===== config.mk =====
export PLATFORM = sky130hd
export DESIGN_NAME = rate_sensor_dev_flat
export DESIGN_NICKNAME = d
export VERILOG_FILES = /design/src/verilog/rs_pkg.sv /design/src/verilog/spi_link_if.sv /design/src/verilog/rate_sensor_dev.sv /design/src/flat_wrapper.sv
export SDC_FILE = /design/constraint.sdc
export NUM_CORES = 2
export LEC_CHECK = 0
export ABC_AREA = 0
export BUFFER_PORTS_ARGS = -buffer_cell sky130_fd_sc_hd__buf_2
export CORE_AREA = 10 10 230 396
export DETAILED_ROUTE_END_ITERATION = 8
export DIE_AREA = 0 0 240 406
export GPL_TIMING_DRIVEN = 0
export PLACE_DENSITY = 0.79
export SKIP_LAST_GASP = 1
export SLEW_MARGIN = 20
export SYNTH_ARGS = -nofsm -noshare
export SYNTH_HDL_FRONTEND = slang
export SYNTH_SLANG_ARGS = --single-unit

===== constraint.sdc =====
create_clock -name pclk -period 3.45 [get_ports pclk]
set_input_delay 0.8625 -clock pclk [delete_from_list [all_inputs] [get_ports pclk]]
set_output_delay 0.8625 -clock pclk [all_outputs]
set_load 0.005 [all_outputs]

===== src/verilog/rs_pkg.sv =====
/*
 Shared constants for the rate sensor serial link: byte addresses,
 command fields, reset values, timing counts and host register map.
 Assumes a 250 MHz pclk on both ends.
*/
package rs_pkg;
    // ----------------------------------------------------------------
    // Clock and timing
    // ----------------------------------------------------------------
    localparam int CLK_MHZ      = 250;
    localparam int BACKUP_MS    = 72;
    localparam int BACKUP_CYC   = BACKUP_MS * CLK_MHZ * 1000;
    localparam int TICK_HZ      = 32768;
    localparam int TICK_CYC     = CLK_MHZ * 1000000 / TICK_HZ;
    localparam int SCLK_MAX_KHZ = 2000;
    localparam int SCLK_HALF    = (CLK_MHZ * 1000 + 2 * SCLK_MAX_KHZ - 1)
                                  / (2 * SCLK_MAX_KHZ);
    localparam int DONE_PULSE   = 4;
    // ----------------------------------------------------------------
    // Frame layout
    // ----------------------------------------------------------------
    localparam int FRAME_BITS = 16;
    localparam int WR_BIT     = 15;
    localparam int ADDR_MSB   = 14;
    localparam int ADDR_LSB   = 8;
    localparam int GCMD_BACKUP_BIT = 3;
    // ----------------------------------------------------------------
    // Device byte addresses and reset values
    // ----------------------------------------------------------------
    localparam logic [6:0] A_TEMP    = 7'h02;
    localparam logic [6:0] A_RATE_LO = 7'h04;
    localparam logic [6:0] A_RATE_HI = 7'h06;
    localparam logic [6:0] A_CFG0_LO = 7'h08;
    localparam logic [6:0] A_CFG0_HI = 7'h0B;
    localparam logic [6:0] A_CFG1_LO = 7'h10;
    localparam logic [6:0] A_CFG1_HI = 7'h25;
    localparam logic [6:0] A_MSC     = 7'h1C;
    localparam logic [6:0] A_PRD     = 7'h1E;
    localparam logic [6:0] A_DEC     = 7'h22;
    localparam logic [6:0] A_GCMD    = 7'h28;
    localparam logic [7:0] MSC_RST   = 8'h06;
    localparam logic [7:0] PRD_RST   = 8'h1F;
    localparam int CFG_BYTES = 64;
    // ----------------------------------------------------------------
    // Host APB register map
    // ----------------------------------------------------------------
    localparam logic [7:0] H_CMD  = 8'h00;
    localparam logic [7:0] H_STAT = 8'h04;
    localparam logic [7:0] H_RX   = 8'h08;
    localparam int ST_BUSY = 0;
    localparam int ST_SMPL = 1;
endpackage


===== src/verilog/spi_link_if.sv =====
/*
 Serial link between the rate sensor and its host: chip select,
 clock, two data lines and the sample-done pin.
 Assumes the bench joins the two ends through this interface.
*/
`timescale 1ns/1ps
interface spi_link_if;
    logic sclk;         // Serial clock, idles high
    logic cs_n;         // Chip select, active low
    logic mosi;         // Host to device data
    logic miso_o;       // Device output value
    logic miso_oe;      // Device drives miso
    logic miso;         // Resolved shared line
    logic sample_done;  // Sample-done pin

    // Released line sits high, as a pull-up would hold it
    assign miso = miso_oe ? miso_o : 1'b1;

    modport device (input sclk, input cs_n, input mosi,
                    output miso_o, output miso_oe, output sample_done);
    modport host   (output sclk, output cs_n, output mosi,
                    input miso, input sample_done);
endinterface


===== src/verilog/rate_sensor_dev.sv =====
/*
 Device end of the rate sensor: mode 3 serial slave, output word
 pipeline, byte-wide volatile configuration with flash mirror, and
 the autonomous sample timer driving the sample-done pin.
 Assumes pclk far faster than sclk; link pins are asynchronous.
*/
`timescale 1ns/1ps
module rate_sensor_dev #(
    parameter int TICK_CYC   = rs_pkg::TICK_CYC,   // Sample tick period
    parameter int BACKUP_CYC = rs_pkg::BACKUP_CYC  // Flash backup time
) (
    input  wire logic        pclk,                  // System clock
    input  wire logic        presetn,               // Device reset
    input  wire logic        por_n,                 // Power-on, loads flash defaults
    spi_link_if.device       link,                  // Serial link pins
    input  wire logic [31:0] rate_in,               // Filter rate result
    input  wire logic [15:0] temp_in,               // Temperature result
    output logic      [4:0]  decimation_setting,    // Decimation field
    output logic      [15:0] sample_period_setting, // Sample period
    output logic             backup_busy            // Flash backup running
);
    // ----------------------------------------------------------------
    // Storage
    // ----------------------------------------------------------------
    logic [7:0]  cfg_q [rs_pkg::CFG_BYTES];
    logic [7:0]  flash_q [rs_pkg::CFG_BYTES];
    logic [2:0]  sclk_s_q, cs_s_q;
    logic [1:0]  mosi_s_q;
    logic [4:0]  bit_q;
    logic [15:0] rx_q, tx_q, pend_q;
    logic        pend_v_q, miso_q, oe_q, restore_q;
    logic [15:0] temp_q, rate_lo_q, rate_hi_q;
    logic [31:0] tick_q, bk_q;
    logic [15:0] prd_q;
    logic [2:0]  done_q;
    logic        done_pin_q, commit;

    // Decoded word and its fields
    logic        sclk_rise, sclk_fall, cs_act, cs_fall, frame_end;
    logic [15:0] word;
    logic [6:0]  addr;
    logic        is_wr;

    function automatic logic [7:0] cfg_dflt(input int i);
        if (7'(i) == rs_pkg::A_PRD)
            return rs_pkg::PRD_RST;
        else if (7'(i) == rs_pkg::A_MSC)
            return rs_pkg::MSC_RST;
        return 8'h00;
    endfunction

    function automatic logic wr_ok(input logic [6:0] a);
        return (a >= rs_pkg::A_CFG0_LO && a <= rs_pkg::A_CFG0_HI) ||
               (a >= rs_pkg::A_CFG1_LO && a <= rs_pkg::A_CFG1_HI);
    endfunction

    // Resolution bits kept grow down from bit 15 with decimation
    function automatic logic [15:0] lo_mask(input logic [4:0] d);
        return d[4] ? 16'hFFFF : ~(16'hFFFF >> d[3:0]);
    endfunction

    // Word at an even byte address, low byte first
    function automatic logic [15:0] reg_word(input logic [6:0] a);
        logic [6:0] lo;
        lo = {a[6:1], 1'b0};
        case (lo)
            rs_pkg::A_TEMP:    return temp_q;
            rs_pkg::A_RATE_LO: return rate_lo_q;
            rs_pkg::A_RATE_HI: return rate_hi_q;
            rs_pkg::A_GCMD:    return 16'h0000;
            default: begin
                if (lo[6])
                    return 16'h0000;
                return {cfg_q[lo[5:0] | 6'h01], cfg_q[lo[5:0]]};
            end
        endcase
    endfunction

    // ----------------------------------------------------------------
    // Pin synchronisers
    // ----------------------------------------------------------------
    // Idle levels match a released bus: clock and select high
    always_ff @(posedge pclk or negedge presetn) begin
        if (!presetn) begin
            sclk_s_q <= 3'h7;
            cs_s_q   <= 3'h7;
            mosi_s_q <= 2'h0;
        end else begin
            sclk_s_q <= {sclk_s_q[1:0], link.sclk};
            cs_s_q   <= {cs_s_q[1:0], link.cs_n};
            mosi_s_q <= {mosi_s_q[0], link.mosi};
        end
    end

    assign sclk_rise = sclk_s_q[1] & ~sclk_s_q[2];
    assign sclk_fall = ~sclk_s_q[1] & sclk_s_q[2];
    assign cs_act    = ~cs_s_q[1];
    assign cs_fall   = ~cs_s_q[1] & cs_s_q[2];
    assign word      = {rx_q[14:0], mosi_s_q[1]};
    assign frame_end = cs_act & sclk_rise
                       & (bit_q == 5'(rs_pkg::FRAME_BITS - 1));
    assign addr  = word[rs_pkg::ADDR_MSB:rs_pkg::ADDR_LSB];
    assign is_wr = word[rs_pkg::WR_BIT];

    // ----------------------------------------------------------------
    // Serial shift engine
    // ----------------------------------------------------------------
    // Answer word is captured at the request frame's end, so a new
    // sample landing mid-frame cannot tear it
    always_ff @(posedge pclk or negedge presetn) begin
        if (!presetn) begin
            bit_q    <= 5'h00;
            rx_q     <= 16'h0000;
            tx_q     <= 16'h0000;
            pend_q   <= 16'h0000;
            pend_v_q <= 1'b0;
            miso_q   <= 1'b0;
        end else begin
            if (cs_fall) begin
                bit_q    <= 5'h00;
                tx_q     <= pend_v_q ? pend_q : 16'h0000;
                pend_v_q <= 1'b0;
                miso_q   <= 1'b0;
            end else if (cs_act && sclk_fall) begin
                miso_q <= tx_q[15];
                tx_q   <= {tx_q[14:0], 1'b0};
            end
            if (cs_act && sclk_rise) begin
                rx_q  <= word;
                bit_q <= bit_q + 5'h01;
            end
            if (frame_end) begin
                pend_v_q <= ~is_wr;
                pend_q   <= reg_word(addr);
            end
        end
    end

    // Output enable follows the synced select
    always_ff @(posedge pclk or negedge presetn) begin
        if (!presetn)
            oe_q <= 1'b0;
        else
            oe_q <= cs_act;
    end

    // ----------------------------------------------------------------
    // Volatile configuration and restore
    // ----------------------------------------------------------------
    // One cycle after release the flash image is reloaded
    always_ff @(posedge pclk or negedge presetn) begin
        if (!presetn) begin
            restore_q <= 1'b1;
            for (int i = 0; i < rs_pkg::CFG_BYTES; i++)
                cfg_q[i] <= 8'h00;
        end else if (restore_q) begin
            restore_q <= 1'b0;
            for (int i = 0; i < rs_pkg::CFG_BYTES; i++)
                cfg_q[i] <= flash_q[i];
        end else if (frame_end && is_wr && wr_ok(addr)) begin
            cfg_q[addr[5:0]] <= word[7:0];
        end
    end

    // ----------------------------------------------------------------
    // Flash backup
    // ----------------------------------------------------------------
    // Busy ignores repeat commands; image taken at the end
    always_ff @(posedge pclk or negedge presetn) begin
        if (!presetn) begin
            backup_busy <= 1'b0;
            bk_q        <= 32'h0000_0000;
        end else if (backup_busy) begin
            bk_q <= bk_q - 32'h0000_0001;
            if (bk_q == 32'h0000_0000)
                backup_busy <= 1'b0;
        end else if (frame_end && is_wr && addr == rs_pkg::A_GCMD
                     && word[rs_pkg::GCMD_BACKUP_BIT]) begin
            backup_busy <= 1'b1;
            bk_q        <= 32'(BACKUP_CYC - 1);
        end
    end

    assign commit = backup_busy && bk_q == 32'h0000_0000;

    // Mirror survives presetn; only power-on resets it to the cfg_dflt values
    always_ff @(posedge pclk or negedge por_n) begin
        if (!por_n) begin
            for (int i = 0; i < rs_pkg::CFG_BYTES; i++)
                flash_q[i] <= cfg_dflt(i);
        end else if (commit) begin
            for (int i = 0; i < rs_pkg::CFG_BYTES; i++)
                flash_q[i] <= cfg_q[i];
        end
    end

    // ----------------------------------------------------------------
    // Sample timer and output words
    // ----------------------------------------------------------------
    // Free-running from reset: no command needed to start
    always_ff @(posedge pclk or negedge presetn) begin
        if (!presetn) begin
            tick_q    <= 32'h0000_0000;
            prd_q     <= 16'h0000;
            done_q    <= 3'h0;
            temp_q    <= 16'h0000;
            rate_lo_q <= 16'h0000;
            rate_hi_q <= 16'h0000;
        end else begin
            done_q <= (done_q != 3'h0) ? done_q - 3'h1 : 3'h0;
            if (tick_q == 32'(TICK_CYC - 1)) begin
                tick_q <= 32'h0000_0000;
                if (prd_q >= sample_period_setting) begin
                    prd_q     <= 16'h0000;
                    temp_q    <= temp_in;
                    rate_hi_q <= rate_in[31:16];
                    rate_lo_q <= rate_in[15:0] & lo_mask(decimation_setting);
                    done_q    <= 3'(rs_pkg::DONE_PULSE);
                end else begin
                    prd_q <= prd_q + 16'h0001;
                end
            end else begin
                tick_q <= tick_q + 32'h0000_0001;
            end
        end
    end

    // Pulse is stretched so a slow host can catch it
    always_ff @(posedge pclk or negedge presetn) begin
        if (!presetn)
            done_pin_q <= 1'b0;
        else
            done_pin_q <= done_q != 3'h0;
    end

    assign decimation_setting    = cfg_q[rs_pkg::A_DEC[5:0]][4:0];
    assign sample_period_setting = {cfg_q[rs_pkg::A_PRD[5:0] | 6'h01],
                                    cfg_q[rs_pkg::A_PRD[5:0]]};
    assign link.miso_o      = miso_q;
    assign link.miso_oe     = oe_q;
    assign link.sample_done = done_pin_q;
endmodule


===== src/flat_wrapper.sv =====
// flat-port wrapper written by rule: the top's interface ports become plain ports
module rate_sensor_dev_flat 
#(
    parameter int TICK_CYC   = rs_pkg::TICK_CYC,                        
    parameter int BACKUP_CYC = rs_pkg::BACKUP_CYC                      
)
  (pclk, presetn, por_n, rate_in, temp_in, decimation_setting, sample_period_setting, backup_busy, link_sclk, link_cs_n, link_mosi, link_miso_o, link_miso_oe, link_sample_done);
  spi_link_if link_i ();
  input  wire logic pclk;
  input  wire logic presetn;
  input  wire logic por_n;
  input  wire logic [31:0] rate_in;
  input  wire logic [15:0] temp_in;
  output logic      [4:0] decimation_setting;
  output logic      [15:0] sample_period_setting;
  output logic backup_busy;
  input wire logic [$bits(link_i.sclk)-1:0] link_sclk;
  input wire logic [$bits(link_i.cs_n)-1:0] link_cs_n;
  input wire logic [$bits(link_i.mosi)-1:0] link_mosi;
  output wire logic [$bits(link_i.miso_o)-1:0] link_miso_o;
  output wire logic [$bits(link_i.miso_oe)-1:0] link_miso_oe;
  output wire logic [$bits(link_i.sample_done)-1:0] link_sample_done;
  assign link_i.sclk = link_sclk;
  assign link_i.cs_n = link_cs_n;
  assign link_i.mosi = link_mosi;
  assign link_miso_o = link_i.miso_o;
  assign link_miso_oe = link_i.miso_oe;
  assign link_sample_done = link_i.sample_done;
  rate_sensor_dev #(.TICK_CYC(TICK_CYC), .BACKUP_CYC(BACKUP_CYC)) u_core (.pclk(pclk), .presetn(presetn), .por_n(por_n), .link(link_i), .rate_in(rate_in), .temp_in(temp_in), .decimation_setting(decimation_setting), .sample_period_setting(sample_period_setting), .backup_busy(backup_busy));
endmodule

# Yosys cells after proc, flatten, opt, wreduce, memory -nomap -nowiden
# Index checks and enable logic that the tools add are counted.
[word_totals]
regBits = 1221
latchBits = 0
mem_bits_rw = 0
rom_bits = 0
in_bits = 54
out_inout_bits = 25
wordCells = 241
n_memories = 0
[op_classes]
n_addsub = 5
mul = 0
n_div = 0
order_cmp = 9
eq_ne = 7
n_shift = 1
mux = 37
bitwise = 14
n_reduce_logical = 20
[ops]
columns = ["operator", "n"]
rows = [
  ["$mux W512", 2],
  ["$bwmux W512", 1],
  ["$mux W16", 7],
  ["$bmux W8 S6", 2],
  ["$mux W32", 3],
  ["$pmux W16 S4", 1],
  ["$demux W8 S6", 1],
  ["$mux W8", 5],
  ["$add A32 B1 Y32 const B", 1],
  ["$eq A32 B13 Y1 const B", 1],
  ["$logic_not A32 Y1", 1],
  ["$sub A32 B1 Y32 const B", 1],
  ["$ge A7 B7 Y1 const B", 3],
  ["$not A6 Y7", 3],
  ["$add A16 B1 Y16 const B", 1],
  ["$and A16 B16 Y16", 1],
  ["$ge A16 B16 Y1", 1],
  ["$not A16 Y16", 1],
  ["$shr A16 B4 Y16 const A", 1],
  ["$eq A6 B2 Y1 const B", 2],
  ["$logic_and A1 B1 Y1", 10],
  ["$mux W1", 10],
  ["$mux W5", 2],
  ["$reduce_bool A2 Y1", 5],
  ["18 further kinds", 27],
]

# Depth between registers and ports, before layout
[logic_depth]
word_depth = 9
mapped_depth = 10
ltp_nobuf = 9

# Worst setup path before layout
# No wires, ideal clock.
[synth_path]
path_kind = "register -> register"
start = "register u_core.bk_q[26]"
end = "register u_core.flash_q[144] (netlist bit)"
setup_ps = 116
arrival_time_ps = 2714
t_required_ps = 3334
slack_ps = 620
path_stages_with_launch = 11
path_buffers = 4
synth_period_minus_slack_ps = 2830
cell_sequence = "dfrtp_1 or4_4 or3_4 or3_1 or4_1 clkbuf_1 buf_4 buf_6 buf_6 nand2_1 nand2_1"
[synth_via]
elab_chain_len = 2
[synth_rtl]
columns = ["element", "line_no", "text"]
rows = [
  ["start: declaration", "rate_sensor_dev.sv:33", "logic [31:0] tick_q, bk_q;"],
  ["start signal: assignment", "rate_sensor_dev.sv:174", "bk_q <= bk_q - 32'h0000_0001;"],
  ["start signal: assignment", "rate_sensor_dev.sv:180", "bk_q <= 32'(BACKUP_CYC - 1);"],
  ["$logic_not A32 Y1", "rate_sensor_dev.sv:184", "assign commit = backup_busy && bk_q == 32'h0000_0000;"],
  ["$logic_and A1 B1 Y1", "rate_sensor_dev.sv:184", ""],
  ["end signal: indexed assignment", "rate_sensor_dev.sv:190", "flash_q[i] <= cfg_dflt(i);"],
  ["end signal: indexed assignment", "rate_sensor_dev.sv:193", "flash_q[i] <= cfg_q[i];"],
  ["end: declaration", "rate_sensor_dev.sv:26", "logic [7:0] flash_q [rs_pkg::CFG_BYTES];"],
]
# Every way passes these cells.
# A chain may end at the register's enable or synchronous reset.

# Worst setup path in the final report
[layout_path]
start = "register u_core.rx_q[9]"
end = "register u_core.pend_q[7]"
[layout_via]
elab_chain_len = 6
word_cells_on_any_way = 10
cone_classes = "eq/ne: 4; mux: 5; bitwise: 1"
[layout_rtl]
columns = ["element", "line_no", "text"]
rows = [
  ["start: declaration", "rate_sensor_dev.sv:30", "logic [15:0] rx_q, tx_q, pend_q;"],
  ["start signal: assignment", "rate_sensor_dev.sv:129", "rx_q <= word;"],
  ["$not A6 Y7 (not written as such)", "rate_sensor_dev.sv:74", "return {cfg_q[lo[5:0] | 6'h01], cfg_q[lo[5:0]]};"],
  ["$bmux W8 S6", "rate_sensor_dev.sv:74", ""],
  ["$mux W8 (not written as such) (2 in a row)", "rate_sensor_dev.sv:74", ""],
  ["$mux W16", "rate_sensor_dev.sv:74", ""],
  ["$pmux W16 S4 *", "rate_sensor_dev.sv:66", "case (lo)"],
  ["end signal: assignment", "rate_sensor_dev.sv:134", "pend_q <= reg_word(addr);"],
  ["end: declaration", "rate_sensor_dev.sv:30", ""],
]
# Every way passes the cells marked *; elsewhere a longest branch is shown, timed or not. The select of a mux whose other input is x is not followed.

==> impl_metrics.json <==
{
  "status": "finished with violations",
  "violations": "setup timing",
  "skew_ns": 0.0208,
  "arrival_ns": 4.09,
  "io_pins": 79,
  "cts.sinks": 1203,
  "stdcell_count": 6328,
  "wl_met1_um": 56900,
  "pre_cts_ws_ns": -1.02,
  "grt_start_max_net_pins": 98,
  "synth_area_leaders": "dfrtp_1 (56%), nand2_1 (13%), mux2_2 (7.2%)",
  "ant_nets": 0,
  "cpPeakStageDelay_ns": 0.64,
  "grt_pass1_wl_um": 257000,
  "yosysUniqueCellTypes": 66,
  "totalPowerFinal_w": 0.0286,
  "core_um2": 84300,
  "critical_path_class": "reg -> reg",
  "wire_per_inst_um": 27.1,
  "p_per_area_nw_per_um2": 484,
  "finalSetupViolations": 1,
  "period_minus_slack_ns": 3.51,
  "hold_path_class": "in -> async",
  "r2r_slack_ns": -0.06,
  "fp.dieH_um": 406,
  "rsz0062_at_grt": "yes",
  "path_delay_family": "buffers and inverters",
  "fmax_mhz": 285,
  "synth_edf_count": 0,
  "clk_pin_slew_worst_paths_ns": 0.07,
  "synth_ff_type": "dfrtp_1",
  "portBuffers": 78,
  "top_layer": "met5",
  "vdd_drop_max_v": 0.000458,
  "antenna_found_initial": 6,
  "cp_slowest_cell": "dfrtp_1",
  "gp_congestion": 1.03,
  "grt_pass1_vias": 40709,
  "drc": 0,
  "start_util": 0.626,
  "drive_gt1_frac": 0.183,
  "viasPerCell": 6.28,
  "cts_tree": "yes",
  "hold_viol": 0,
  "ys_warn_count": 0,
  "cap_violations": 0,
  "netlist.area_leader.share": 0.564,
  "ys_async_sr_fraction": 1.00,
  "ys_seq_area_frac": 0.570,
  "die_width_um": 240,
  "path_buf_inv": 3,
  "grt_use_total": 0.358,
  "clock_latency_ns": 0.74,
  "cts_max_level": 3,
  "finalWirelength_um": 171000,
  "p_leak_nw": 30.4,
  "dr_wl_met2_um": 83000,
  "routed-via-count": 39744,
  "avgSynthCellArea_um2": 10.6,
  "syn-cell-area_um2": 52800,
  "dp.cells": 6127,
  "cp_max_fo": 10,
  "met3_length_um": 11600,
  "rows": 141,
  "root_buffer": "clkbuf_16",
  "dp_hpwl_um": 122000,
  "timing.slew.headroom": 0.123,
  "clockBufferDepth": 3,
  "grt_overflow_total": 0,
  "fin_tns_setup_ns": -0.0645,
  "postCtsHoldBufs": 0,
  "fin_ws_ns": -0.0645,
  "yosys.area.top_type": "dfrtp_1",
  "critPathLaunchType": "flip-flop",
  "drv_slew": 0,
  "worstPathCellList": "clkbuf_4 > clkdlybuf4s18_2 > buf_2 > mux2i_1 > nor2_1 > nor4_4 > a211oi_1",
  "fin_nets": 5242,
  "finalHoldWorstSlack_ns": 0.0556,
  "period_share": 1.02,
  "drt_first_pass_iters": 6,
  "dieArea_um2": 97400,
  "final_cell_mix": "nand2_1 (1811), dfrtp_1 (1189), mux2_2 (336)",
  "synth_cells": 4961,
  "crit_required_ns": 4.03,
  "ys_ff_latch": 1203,
  "end_kind": "flip-flop",
  "syn_nets": 5040,
  "worst_pin_slew_ns": 1.32,
  "drtIter0Drc": 3913,
  "final_common_cell": "nand2_1",
  "areaGrowthSynthToFinish_pct": 12.0,
  "numCtsBuffers": 105
}
power by group:
part	internal [W]	switching, W	total (W)
clock network	0.00709	0.00550	0.0126
registers	0.0142	0.0000405	0.0142
logic	0.000443	0.00138	0.00182
total	0.0217	0.00692	0.0286
stage by stage:
step	instance area (µm²)	utilization
final	59200	0.701
after global routing	59100	0.701
after CTS	59100	0.700
after detailed placement	55100	0.653
after global placement	54500	0.647
after floorplan	52800	-
layout make-up:
class / count / area [µm²]
fill: 6105 / 25200
timing repair buffer: 98 / 858
clock buffer: 155 / 3110
sequential: 1203 / 30100
tap: 1072 / 1340
clock inverter: 38 / 536
multi-input combinational: 3370 / 21300
antenna: 7 / 17.5
inverter: 47 / 176
buffer: 338 / 1700
state kept, by name, summed over array words and instances, names as in the netlist, 2 cells and up:
register                      flops
u_core.flash_q                  503
u_core.temp_q                    16
u_core.cs_s_q                     3
u_core.rate_lo_q                 16
u_core.sclk_s_q                   3
u_core.prd_q                     16
u_core.mosi_s_q                   2
u_core.decimation_setting         5
u_core.sample_period_setting     16
u_core.bk_q                      32
u_core.bit_q                      5
u_core.rate_hi_q                 16
u_core.done_q                     3
u_core.cfg_q                    482
u_core.tick_q                    32
u_core.rx_q                      15
u_core.pend_q                    16
u_core.tx_q                      16
cells by family (layout without fill, tap and decap cells):
kind of cell | Yosys count | count (layout) | share of synthesized area
and+or+nand+nor | 2151 | 2151 | 0.164
DFF | 1203 | 1203 | 0.570
muxes | 717 | 717 | 0.173
AOI/OAI and AO/OA | 425 | 425 | 0.0460
buffers and inverters | 388 | 676 | 0.0327
xor gates and xnor gates | 51 | 51 | 0.00846
adders and majority gates | 25 | 25 | 0.00592
other | 1 | 8 | 0.0000710
cells in the mapped netlist (all sizes together), types with 6 or more instances:
master  count
nor4       27
mux2i     259
a22oi      16
clkbuf    201
a211oi     12
nand2b     15
nand3      74
a21oi      59
inv        47
or2         7
xnor2      27
nand2    1822
nor2       87
and3       17
buf       140
mux2      336
or3         6
or4         9
dfstp      14
nand4      19
o21ai     260
dfrtp    1189
ha         25
nor2b      10
a221oi     12
a31oi      13
xor2       24
nor4b       6
nor3       33
mux4      122
o31ai       7
routing by layer:
metal | track usage | vias to the layer above
met5 | 0 | -
met4 | 0.350 | 4
met3 | 0.0653 | 723
met2 | 0.579 | 1911
met1 | 0.390 | 20110
li1 | - | 16996
path summary, 6_finish.rpt:
check / start / end / depth (start not counted)
min in group pclk: link_sclk / u_core.sclk_s_q[0] / 1
hold reg to reg: u_core.cs_s_q[0] / u_core.cs_s_q[1] / 0
setup / recovery: u_core.rx_q[9] / u_core.pend_q[7] / 7
hold / removal: por_n / u_core.flash_q[146] / 1
setup reg to reg: u_core.rx_q[9] / u_core.pend_q[7] / 7
max in group asynchronous: presetn / u_core.tick_q[14] / 5
repair_timing:
item / 4_1_cts / 5_1_grt
gates cloned: 0 / 0
pin swaps: 4 / 3
resized for setup: 114 / 34
setup buffers: 1 / 3
endpoints found under the setup margin: 949 / 758
Note: power is estimated with default switching activity, not from simulation.
